===== config.mk =====
export PLATFORM = sky130hd
export DESIGN_NAME = ppmc_top
export DESIGN_NICKNAME = d
export VERILOG_FILES = /design/src/verilog/ppmc_pkg.sv /design/src/verilog/ppmc_debounce.sv /design/src/verilog/ppmc_top.sv
export SDC_FILE = /design/constraint.sdc
export NUM_CORES = 1
export LEC_CHECK = 0
export CAP_MARGIN = 20
export CORE_ASPECT_RATIO = 1.25
export CORE_MARGIN = 5
export CORE_UTILIZATION = 50
export DETAILED_ROUTE_END_ITERATION = 16
export DONT_BUFFER_PORTS = 1
export PLACE_DENSITY = 0.65
export SLEW_MARGIN = 20
export SYNTH_ARGS = -nofsm -noshare
export SYNTH_HDL_FRONTEND = slang
export SYNTH_SLANG_ARGS = --single-unit

===== constraint.sdc =====
create_clock -name clock_i -period 4.7 [get_ports clock_i]
set_input_delay 0.235 -clock clock_i [delete_from_list [all_inputs] [get_ports clock_i]]
set_output_delay 0.235 -clock clock_i [all_outputs]
set_load 0.03 [all_outputs]

===== src/verilog/ppmc_pkg.sv =====
// package of the printer front-panel mode control block
// assumes a 50 MHz system clock and a 32-bit AXI4-Lite register bus

package ppmc_pkg;

	// ************************************************************
	// timing
	// ************************************************************
	localparam int CLK_HZ = 50_000_000;
	localparam int DEBOUNCE_MS = 5;
	localparam int DEBOUNCE_CYCLES = CLK_HZ / 1000 * DEBOUNCE_MS;
	// buttons get two debounce windows to settle before the mode is sampled
	localparam int STARTUP_CYCLES = 2 * DEBOUNCE_CYCLES;
	localparam int CNT_W = 20;

	// ************************************************************
	// register map (byte addresses)
	// ************************************************************
	localparam int ADDR_W = 5;
	localparam logic [4:0] ADDR_CTRL = 5'h00;
	localparam logic [4:0] ADDR_STATUS = 5'h04;
	localparam logic [4:0] ADDR_IRQ_STATUS = 5'h08;
	localparam logic [4:0] ADDR_IRQ_MASK = 5'h0c;
	localparam logic [1:0] RESP_OKAY = 2'h0;
	localparam logic [1:0] RESP_SLVERR = 2'h2;

	// ctrl fields and reset values
	localparam int CTRL_MARK_BIT = 0;
	localparam logic CTRL_MARK_RESET = 1'b0;

	// interrupt event bits
	localparam int IRQ_W = 5;
	localparam int IRQ_MODE = 0;
	localparam int IRQ_FAULT = 1;
	localparam int IRQ_FEED = 2;
	localparam int IRQ_MARK = 3;
	localparam int IRQ_CUT = 4;
	localparam logic [4:0] IRQ_MASK_RESET = 5'h00;

	// synchronised sensor vector positions
	localparam int SNS_W = 4;
	localparam int SNS_PAPER = 0;
	localparam int SNS_HEAD = 1;
	localparam int SNS_MARK = 2;
	localparam int SNS_PWR = 3;

	// status register field positions
	localparam int STAT_LAMP_LSB = 9;
	localparam int STAT_FAULT_BIT = 12;

	// ************************************************************
	// types
	// ************************************************************
	typedef enum logic [8:0] {
		ST_BOOT = 9'h001,
		ST_NORMAL = 9'h002,
		ST_MARK = 9'h004,
		ST_REPORT = 9'h008,
		ST_SAMPLE = 9'h010,
		ST_CUT = 9'h020,
		ST_DONE = 9'h040,
		ST_CONFIG = 9'h080,
		ST_HEX = 9'h100
	} ppmc_state_t;

	typedef struct packed {
		logic awvalid;
		logic [ADDR_W-1:0] awaddr;
		logic wvalid;
		logic [31:0] wdata;
		logic [3:0] wstrb;
		logic bready;
		logic arvalid;
		logic [ADDR_W-1:0] araddr;
		logic rready;
	} ppmc_axi_req_t;

	typedef struct packed {
		logic awready;
		logic wready;
		logic bvalid;
		logic [1:0] bresp;
		logic arready;
		logic rvalid;
		logic [31:0] rdata;
		logic [1:0] rresp;
	} ppmc_axi_rsp_t;

endpackage


===== src/verilog/ppmc_debounce.sv =====
// two-flop synchroniser followed by a stability counter for one pin
// assumes the pin is asynchronous to clock_i; output is the settled level

`timescale 1ns/1ps

module ppmc_debounce
	import ppmc_pkg::*;
#(
	parameter int STABLE_CYCLES = DEBOUNCE_CYCLES
) (
	input wire logic clock_i,
	input wire logic rst_n_i,
	input wire logic pin_i,
	output logic level_o
);

	typedef struct packed {
		logic s1;
		logic s2;
		logic level;
		logic [CNT_W-1:0] cnt;
	} ppmc_db_t;

	ppmc_db_t r;
	ppmc_db_t next_r;

	always_comb begin
		next_r = r;
		next_r.s1 = pin_i;
		next_r.s2 = r.s1;
		// any bounce restarts the window
		if (r.s2 == r.level) begin
			next_r.cnt = '0;
		end else if (r.cnt == CNT_W'(STABLE_CYCLES - 1)) begin
			next_r.level = r.s2;
			next_r.cnt = '0;
		end else begin
			next_r.cnt = r.cnt + 1'b1;
		end
	end

	always_ff @(posedge clock_i or negedge rst_n_i) begin
		if (!rst_n_i) begin
			r <= '0;
		end else begin
			r <= next_r;
		end
	end

	assign level_o = r.level;

endmodule


===== src/verilog/ppmc_top.sv =====
// front-panel control: button debounce, power-up mode choice, paper feed,
// self-test sequencing, lamps, interrupt and an AXI4-Lite register slave
// assumes active-low button pins, active-high sensor pins, and that
// error_i, report_done_i and engine_busy_i come from logic on clock_i
// Notes on behaviour
// - feed only at power-up: self-test
// - feed plus setup at power-up: hex dump
// - setup only at power-up: configuration
// - configuration: feed is yes, setup is no
// - no mark sensor: feed while held
// - mark sensor: one press feeds one mark
// - feed ignored at paper end or head open
// - setup does nothing after normal start-up
// - green lamp follows power good
// - paper-out lamp on paper end or head open
// - printing halts on paper end or head open
// - error lamp on while error active
// - mode chosen only from power-up buttons
// - self-test first prints status report
// - sample text repeats while feed held
// - feed release stops printing, then one cut
// - hex dump prints bytes, runs no commands

`timescale 1ns/1ps

module ppmc_top
	import ppmc_pkg::*;
#(
	parameter int DEBOUNCE_LEN = DEBOUNCE_CYCLES,
	parameter int STARTUP_LEN = STARTUP_CYCLES
) (
	input wire logic clock_i,
	input wire logic rst_n_i,
	input wire logic feed_button_n_i,
	input wire logic setup_button_n_i,
	input wire logic paper_end_i,
	input wire logic head_open_i,
	input wire logic mark_detect_i,
	input wire logic power_good_i,
	input wire logic error_i,
	input wire logic report_done_i,
	input wire logic engine_busy_i,
	input wire ppmc_axi_req_t axi_i,
	output ppmc_axi_rsp_t axi_o,
	output logic feed_motor_o,
	output logic print_report_o,
	output logic print_sample_o,
	output logic cut_o,
	output logic cfg_yes_o,
	output logic cfg_no_o,
	output logic hex_dump_o,
	output logic lamp_power_o,
	output logic lamp_paper_out_o,
	output logic lamp_error_o,
	output logic irq_o
);

	// ************************************************************
	// state
	// ************************************************************
	typedef struct packed {
		ppmc_state_t state;
		logic [CNT_W-1:0] boot_cnt;
		logic [SNS_W-1:0] sns_s1;
		logic [SNS_W-1:0] sns_s2;
		logic feed_q;
		logic setup_q;
		logic mark_q;
		logic fault_q;
		logic motor;
		logic report;
		logic sample;
		logic cut;
		logic yes;
		logic no;
		logic lamp_pwr;
		logic lamp_pe;
		logic lamp_err;
		logic mark_en;
		logic [IRQ_W-1:0] irq;
		logic [IRQ_W-1:0] irq_mask;
		logic aw_got;
		logic w_got;
		logic [ADDR_W-1:0] awaddr;
		logic [31:0] wdata;
		logic [3:0] wstrb;
		logic bvalid;
		logic [1:0] bresp;
		logic rvalid;
		logic [31:0] rdata;
		logic [1:0] rresp;
	} ppmc_core_t;

	ppmc_core_t r, next_r;
	logic [1:0] btn;
	logic feed, setup, fault, mark, boot_end;
	logic feed_rise, setup_rise, mark_rise;
	logic [IRQ_W-1:0] ev, clr;
	logic [31:0] status_word;

	// ************************************************************
	// button debounce
	// ************************************************************
	// pins are inverted ahead of the synchroniser so pressed reads high
	for (genvar i = 0; i < 2; i++) begin : g_btn
		ppmc_debounce #(.STABLE_CYCLES(DEBOUNCE_LEN)) u_db (
			.clock_i(clock_i),
			.rst_n_i(rst_n_i),
			.pin_i(i == 0 ? ~feed_button_n_i : ~setup_button_n_i),
			.level_o(btn[i])
		);
	end

	assign feed = btn[0];
	assign setup = btn[1];
	assign fault = r.sns_s2[SNS_PAPER] | r.sns_s2[SNS_HEAD];
	assign mark = r.sns_s2[SNS_MARK];
	assign feed_rise = feed & ~r.feed_q;
	assign setup_rise = setup & ~r.setup_q;
	assign mark_rise = mark & ~r.mark_q;
	assign boot_end = r.state == ST_BOOT && r.boot_cnt == CNT_W'(STARTUP_LEN - 1);
	always_comb begin
		status_word = '0;
		status_word[8:0] = r.state;
		status_word[STAT_LAMP_LSB +: 3] = {r.lamp_err, r.lamp_pe, r.lamp_pwr};
		status_word[STAT_FAULT_BIT] = fault;
	end

	// ************************************************************
	// next state
	// ************************************************************
	always_comb begin
		next_r = r;
		ev = '0;
		clr = '0;
		next_r.sns_s1 = {power_good_i, mark_detect_i, head_open_i, paper_end_i};
		next_r.sns_s2 = r.sns_s1;
		next_r.feed_q = feed;
		next_r.setup_q = setup;
		next_r.mark_q = mark;
		next_r.fault_q = fault;
		next_r.cut = 1'b0;
		next_r.yes = 1'b0;
		next_r.no = 1'b0;
		ev[IRQ_FAULT] = fault & ~r.fault_q;
		// buttons only steer the mode here, so late presses never select one
		unique case (r.state)
			ST_BOOT: begin
				if (boot_end) begin
					ev[IRQ_MODE] = 1'b1;
					if (feed && setup) begin
						next_r.state = ST_HEX;
					end else if (feed) begin
						next_r.state = ST_REPORT;
					end else if (setup) begin
						next_r.state = ST_CONFIG;
					end else begin
						next_r.state = ST_NORMAL;
					end
				end else begin
					next_r.boot_cnt = r.boot_cnt + 1'b1;
				end
			end
			// setup is not looked at in normal operation
			ST_NORMAL: begin
				ev[IRQ_FEED] = feed_rise & ~fault;
				if (feed_rise && r.mark_en && !fault) begin
					next_r.state = ST_MARK;
				end
			end
			ST_MARK: begin
				// stops on the next mark edge, leaving the current one behind
				if (fault || mark_rise) begin
					next_r.state = ST_NORMAL;
					ev[IRQ_MARK] = mark_rise;
				end
			end
			ST_REPORT: if (report_done_i) next_r.state = ST_SAMPLE;
			ST_SAMPLE: if (!feed) next_r.state = ST_CUT;
			ST_CUT: begin
				// wait for the engine to drain the last line before cutting
				if (!engine_busy_i) begin
					next_r.cut = 1'b1;
					next_r.state = ST_DONE;
					ev[IRQ_CUT] = 1'b1;
				end
			end
			ST_CONFIG: begin
				next_r.yes = feed_rise;
				next_r.no = setup_rise;
			end
			ST_DONE, ST_HEX: next_r.state = r.state;
			default: next_r.state = ST_BOOT;
		endcase
		next_r.motor = !fault && ((r.state == ST_NORMAL && feed && !r.mark_en)
			|| next_r.state == ST_MARK);
		next_r.report = !fault && next_r.state == ST_REPORT;
		next_r.sample = !fault && next_r.state == ST_SAMPLE;
		next_r.lamp_pwr = r.sns_s2[SNS_PWR];
		next_r.lamp_pe = fault;
		next_r.lamp_err = error_i;
		// ********************************************************
		// AXI4-Lite write path
		// ********************************************************
		if (axi_i.awvalid && !r.aw_got && !r.bvalid) begin
			next_r.aw_got = 1'b1;
			next_r.awaddr = axi_i.awaddr;
		end
		if (axi_i.wvalid && !r.w_got && !r.bvalid) begin
			next_r.w_got = 1'b1;
			next_r.wdata = axi_i.wdata;
			next_r.wstrb = axi_i.wstrb;
		end
		if (r.aw_got && r.w_got) begin
			next_r.aw_got = 1'b0;
			next_r.w_got = 1'b0;
			next_r.bvalid = 1'b1;
			next_r.bresp = RESP_OKAY;
			unique case ({r.awaddr[ADDR_W-1:2], 2'b00})
				ADDR_CTRL: if (r.wstrb[0]) next_r.mark_en = r.wdata[CTRL_MARK_BIT];
				ADDR_IRQ_MASK: if (r.wstrb[0]) next_r.irq_mask = r.wdata[IRQ_W-1:0];
				ADDR_STATUS, ADDR_IRQ_STATUS: next_r.bresp = RESP_OKAY;
				default: next_r.bresp = RESP_SLVERR;
			endcase
		end
		if (r.bvalid && axi_i.bready) next_r.bvalid = 1'b0;
		// ********************************************************
		// AXI4-Lite read path
		// ********************************************************
		if (r.rvalid && axi_i.rready) next_r.rvalid = 1'b0;
		if (axi_i.arvalid && !r.rvalid) begin
			next_r.rvalid = 1'b1;
			next_r.rresp = RESP_OKAY;
			next_r.rdata = '0;
			unique case ({axi_i.araddr[ADDR_W-1:2], 2'b00})
				ADDR_CTRL: next_r.rdata[CTRL_MARK_BIT] = r.mark_en;
				ADDR_STATUS: next_r.rdata = status_word;
				ADDR_IRQ_STATUS: begin
					next_r.rdata[IRQ_W-1:0] = r.irq;
					clr = r.irq;
				end
				ADDR_IRQ_MASK: next_r.rdata[IRQ_W-1:0] = r.irq_mask;
				default: next_r.rresp = RESP_SLVERR;
			endcase
		end

		// an event in the clearing cycle survives the read
		next_r.irq = (r.irq & ~clr) | ev;
	end

	always_ff @(posedge clock_i or negedge rst_n_i) begin
		if (!rst_n_i) begin
			r <= '0;
			r.state <= ST_BOOT;
			r.mark_en <= CTRL_MARK_RESET;
			r.irq_mask <= IRQ_MASK_RESET;
		end else begin
			r <= next_r;
		end
	end

	// ************************************************************
	// outputs
	// ************************************************************
	assign axi_o.awready = !r.aw_got && !r.bvalid;
	assign axi_o.wready = !r.w_got && !r.bvalid;
	assign axi_o.bvalid = r.bvalid;
	assign axi_o.bresp = r.bresp;
	assign axi_o.arready = !r.rvalid;
	assign axi_o.rvalid = r.rvalid;
	assign axi_o.rdata = r.rdata;
	assign axi_o.rresp = r.rresp;
	assign feed_motor_o = r.motor;
	assign print_report_o = r.report;
	assign print_sample_o = r.sample;
	assign cut_o = r.cut;
	assign cfg_yes_o = r.yes;
	assign cfg_no_o = r.no;
	// the data path prints raw bytes as hex and skips command decode
	assign hex_dump_o = r.state == ST_HEX;
	assign lamp_power_o = r.lamp_pwr;
	assign lamp_paper_out_o = r.lamp_pe;
	assign lamp_error_o = r.lamp_err;
	assign irq_o = |(r.irq & r.irq_mask);
endmodule

# After elaboration in Yosys (flattened, before gate mapping)
# Cells that the tools add are included.
[word_totals] regBits=157 word_cells=161
[op_classes] n_addsub=3 eq_ne=23 muxes=36 n_bitwise=20 n_reduce_logical=42
[op_table] op="20-bit two-way mux" count=4
[op_table] op="9-bit two-way mux" count=8
[op_table] op="9-bit one-hot mux with 7 select lines" count=1
[op_table] op="20-bit by 1-bit adder with 20-bit output, second input constant" count=3
[op_table] op="20-bit by 18-bit == test with 1-bit output, second input constant" count=2
[op_table] op="35-bit two-way mux" count=1
[op_table] op="20-bit by 19-bit == test with 1-bit output, second input constant" count=1
[op_table] op="1-bit logical AND" count=19
[op_table] op="9-bit by 3-bit == test with 1-bit output, second input constant" count=2
[op_table] op="9-bit by 4-bit == test with 1-bit output, second input constant" count=2
[op_table] op="9-bit by 5-bit == test with 1-bit output, second input constant" count=2
[op_table] op="8-bit two-way mux" count=2
[op_table] op="3-bit by 2-bit == test with 1-bit output, second input constant" count=4
[op_table] op="4-bit one-hot mux with 3 select lines" count=1
[op_table] op="1-bit two-way mux" count=11
[op_table] op="5-bit AND" count=2
[op_table] op="5-bit two-way mux" count=2
[op_table] op="1-bit NOT" count=10
[op_table] op="9-bit by 1-bit == test with 1-bit output, second input constant" count=1
[op_table] op="9-bit by 2-bit == test with 1-bit output, second input constant" count=1
[op_table] op="9-bit by 6-bit == test with 1-bit output, second input constant" count=1
[op_table] op="9-bit by 7-bit == test with 1-bit output, second input constant" count=1
[op_table] op="9-bit by 8-bit == test with 1-bit output, second input constant" count=1
[op_table] op="9-bit == test, second input constant" count=1
[op_table] op="other kinds (18)" count=41

# Longest topological paths before layout
[logic_depth] word_depth=9 ltp_mapped=8 mapped_depth_nobuf=6

# Cells and area by module
# From an unflattened synthesis, not the netlist that was laid out.
[hier_totals] hier_cells=577 hier_area_um2=6297.3
[by_module_without_submodules] mod="ppmc_top" instances=1 cells_per_inst=355 area_each_um2=4095.2 seq_area_each_um2=2203.4
[by_module_without_submodules] mod="ppmc_debounce" instances=2 cells_per_inst=111 area_each_um2=1101.1 seq_area_each_um2=575.6

# Least setup slack after synthesis
# OpenSTA, ideal clock, no wires.
[synth_timing] kind="reg-to-reg" startpoint="reg r[140] (netlist name)" endpoint="reg r[139] (netlist name)" setup_time_ns=0.064 arrival_time_ns=2.482 setup_slack_ns=2.155 stages_incl_launch_ff=8 n_path_buf=2 synth_period_minus_slack_ns=2.545 path_cell_list="dfrtp_1 buf_6 or3_1 buf_6 nor4_1 nand2b_1 or4b_1 a21o_1"
[synth_rtl] element="start: declaration" line="ppmc_top.sv:94" source="ppmc_core_t r, next_r;"
[synth_rtl] element="start signal: assignment" line="ppmc_top.sv:258" source="r <= next_r;"

# Worst setup path in the final report
[layout_timing] startpoint="reg r[139] (netlist name)" endpoint="out hex_dump_o"
[layout_via] elab_chain_cells=1
[layout_lines] element="9-bit == test" line="ppmc_top.sv:280" source="assign hex_dump_o = r.state == ST_HEX;"
[layout_lines] element="end: declaration" line="ppmc_top.sv:51" source="output logic hex_dump_o,"
# Every way passes these cells.

==> flow_summary.yaml <==
outcome:
  status: "complete, no violations"
yosys:
  synthMostInstantiatedCell: "dfrtp_1"
  synth-edff-count: 0
  netlist_instances: 572
  synth_top_cells_by_count: "dfrtp_1 (133), nor2_1 (62), nand2_1 (42)"
  ys_ff_latch: 134
  synth_area_per_cell_um2: 10.9
  synth-warning-count: 0
  ys.flop_type: "dfrtp_1"
  syn_area_um2: 6250
  synth_seq_area_share_pct: 53.7
  yosys-top-cells-area: "dfrtp_1 (53%), buf_4 (4.7%), mux2_2 (4.3%)"
  yosys.area.top_type: "dfrtp_1"
  synthArstFlopShare_pct: 100
  synth.distinct_cells: 58
  yosysTopAreaCellShare_pct: 53.3
cts:
  clk_pin_slew_worst_paths_ns: 0.05
  htree_levels: 4
  cts_inserted_buffers: 17
  clock_path_buffers: 2
  clock-root-buffer: "clkbuf_16"
  tritoncts: "yes"
  clkLatencyLatePin_ns: 0.41
  clkSinkCount: 134
critical_path:
  worstSetupEndpointType: "primary output"
  start_kind: "register"
  path_cells: "or3_1 > nor4_2"
  slowest_delay_ns: 0.93
  arrival_ns: 2.37
  path_max_fanout: 10
  r2r-start: "r[139]$_DFF_PN0_"
  required_ns: 4.47
  crit_slowest_cell: "nor4_2"
  critPathKind: "register to primary output"
  critPathLaunch: "r[139]$_DFF_PN0_"
timing:
  hold_viol: 0
  finalSetupViolCount: 0
  maxClockFrequency_ghz: 0.384
  finalSetupTns_ns: 0
  rsz0062_at_grt: "no"
  max_slew_margin_pct: 29.2
  fin_crit_sh_pct: 55.3
  period_minus_slack_ns: 2.60
  skew_ns: 0.00646
  max_slew.worst_pin.slew_ns: 1.05
  timing.final.max_slew_violations: 0
finish:
  n_fill_cell: 1010
  layout-drive-gt1-share_pct: 12.8
  diodes: 0
  area_delta_synth_final_pct: 12.4
  final_nets: 639
  final_cells: 750
  multi_input_area_um2: 2530
  seqCellArea_um2: 3350
global_route:
  grt_antenna_before_repair: 0
  grt_max_degree: 135
  grtUsageTotal_pct: 16.3
  grt_pass1_vias: 3973
  overflow: 0
  grt_pass1_wl_um: 19000
place:
  dp_hpwl_um: 7700
  gp_congestion: 0.822
  io_buffers: 0
  place_inst: 697
run:
  max-cap-violations: 0
drt:
  wl_met2_um: 5680
  routed_via_density: 5.34
  route.met3.wl_um: 606
  wl_met1_um: 4900
  drt_iter0_drc: 204
  drtAntennaViolNets: 0
  drc: 0
  first_pass_iters: 4
  route.top_layer_used: "met4"
  drt_wl_total_um: 11300
  routedWlPerCell_um: 15.1
  vias: 4007
power_and_ir_drop:
  pwr_density_cell_nw_per_um2: 433
  total_power_mw: 3.04
  vdd_drop_max_uv: 269
  leakage_nw: 3.15
die:
  core_area_um2: 12200
  start_util_pct: 51.1
  die_y_um: 135
  io-pin-count: 114
  dieArea_um2: 14800
  die_x_um: 110
  rows: 45
min_path:
  hold_class: "input port to register"
  worstHoldStart: "report_done_i"
-- final cells by class --
cell class              count  area share (%)
flip-flops and latches    134            47.7
multi-input cells         386            36.1
clock buffers              23            7.09
clock inverters             8            2.05
repair buffers             23            3.49
well taps                 164            2.92
inverters                  12           0.641
-- power breakdown --
part | total [mW] | leakage (nW) | switching (mW) | internal (mW)
registers | 1.37 | 1.77 | 0.114 | 1.25
clock network | 1.41 | 0.319 | 0.459 | 0.953
logic | 0.263 | 1.05 | 0.146 | 0.117
-- metrics by stage --
| step | util [%] | worst slack [ns] | cell area (um^2) | hold WS, ns |
|---|---|---|---|---|
| 2_1_floorplan | - | 2.15 | 6320 | -0.0606 |
| 3_3_place_gp | 50.3 | 2.32 | 6150 | -0.0572 |
| 3_5_place_dp | 50.3 | 2.30 | 6150 | -0.0570 |
| 4_1_cts | 57.5 | 2.11 | 7030 | 0.00910 |
| 5_1_grt | 57.5 | 2.04 | 7030 | 0.0229 |
| 6_report | 57.5 | 2.10 | 7030 | 0.0217 |
-- cell usage in the layout, fill, tap and decap left out, types with 3 or more instances in the layout --
master and instances:
bufinv_16 4, nor2_1 62, nand4_1 19, inv_1 12, mux2_2 24, conb_1 21, o31ai_1 3, and3_1 8
and2_1 8, nor4_1 7, a22o_1 9, a21o_1 4, ha_1 3, dfrtp_1 133, clkbuf_16 17, clkbuf_8 5
or2_2 5, xnor2_1 29, clkinv_2 3, nor3b_1 4, o21ai_0 13, nand3_1 17, nor3_1 12, nand3b_1 3
a22oi_1 5, nand2b_1 5, nand2_1 42, dlygate4sd3_1 21, xor2_1 30, nor2b_1 6, nor4b_1 5, and4_1 7
or3_1 4
-- final timing paths --
path                                            endpoint  slack (ns)  cells past startpoint
max                                           hex_dump_o        2.10                      2
min                                     r[137]$_DFF_PN0_        0.02                      1
max reg2reg                             r[139]$_DFF_PN0_        2.25                      5
min reg2reg                g_btn[0].u_db.r[21]$_DFF_PN0_        0.35                      0
max in group asynchronous  g_btn[1].u_db.r[16]$_DFF_PN0_        3.74                      2
min in group asynchronous              r[82]$_DFFE_PN0P_        0.45                      2
-- timing repair --
action | in CTS | in global routing
gates resized for setup | 0 | 0
hold endpoints to repair | 154 | 0
setup buffers | 0 | 0
hold buffers | 22 | 0
-- sequential cells by signal (all words and copies together), names as in the netlist --
name,flops
g_btn.u_db.next_r,2
print_sample_o,1
cfg_yes_o,1
mark,1
feed_motor_o,1
lamp_paper_out_o,1
axi_o,17
lamp_error_o,1
r,56
print_report_o,1
g_btn.u_db.r,42
next_r,5
g_btn.u_db.level_o,2
lamp_power_o,1
cut_o,1
cfg_no_o,1
-- cells by family after synthesis --
kind of cell / synth area share [%]
AND/OR/NAND/NOR: 19.5
other: 0.0600
adder cells (fa/ha/maj): 0.601
flip-flops: 53.7
XOR/XNOR: 8.27
buffers and inverters: 7.07
AO/OA/AOI/OAI: 5.97
multiplexers: 4.85
-- metal layers --
metal	global-route usage (%)	vias up
li1	-	1928
met1	21.0	2007
met2	25.5	63
met3	4.93	9
met4	6.38	0
met5	0	-
-- critical path, delay by kind of cell, from the launching register on --
kind | cells | cell delay (ns)
simple gates | 2 | 1.45
flops | 1 | 0.50
Note: power is estimated with default switching activity, not from simulation.
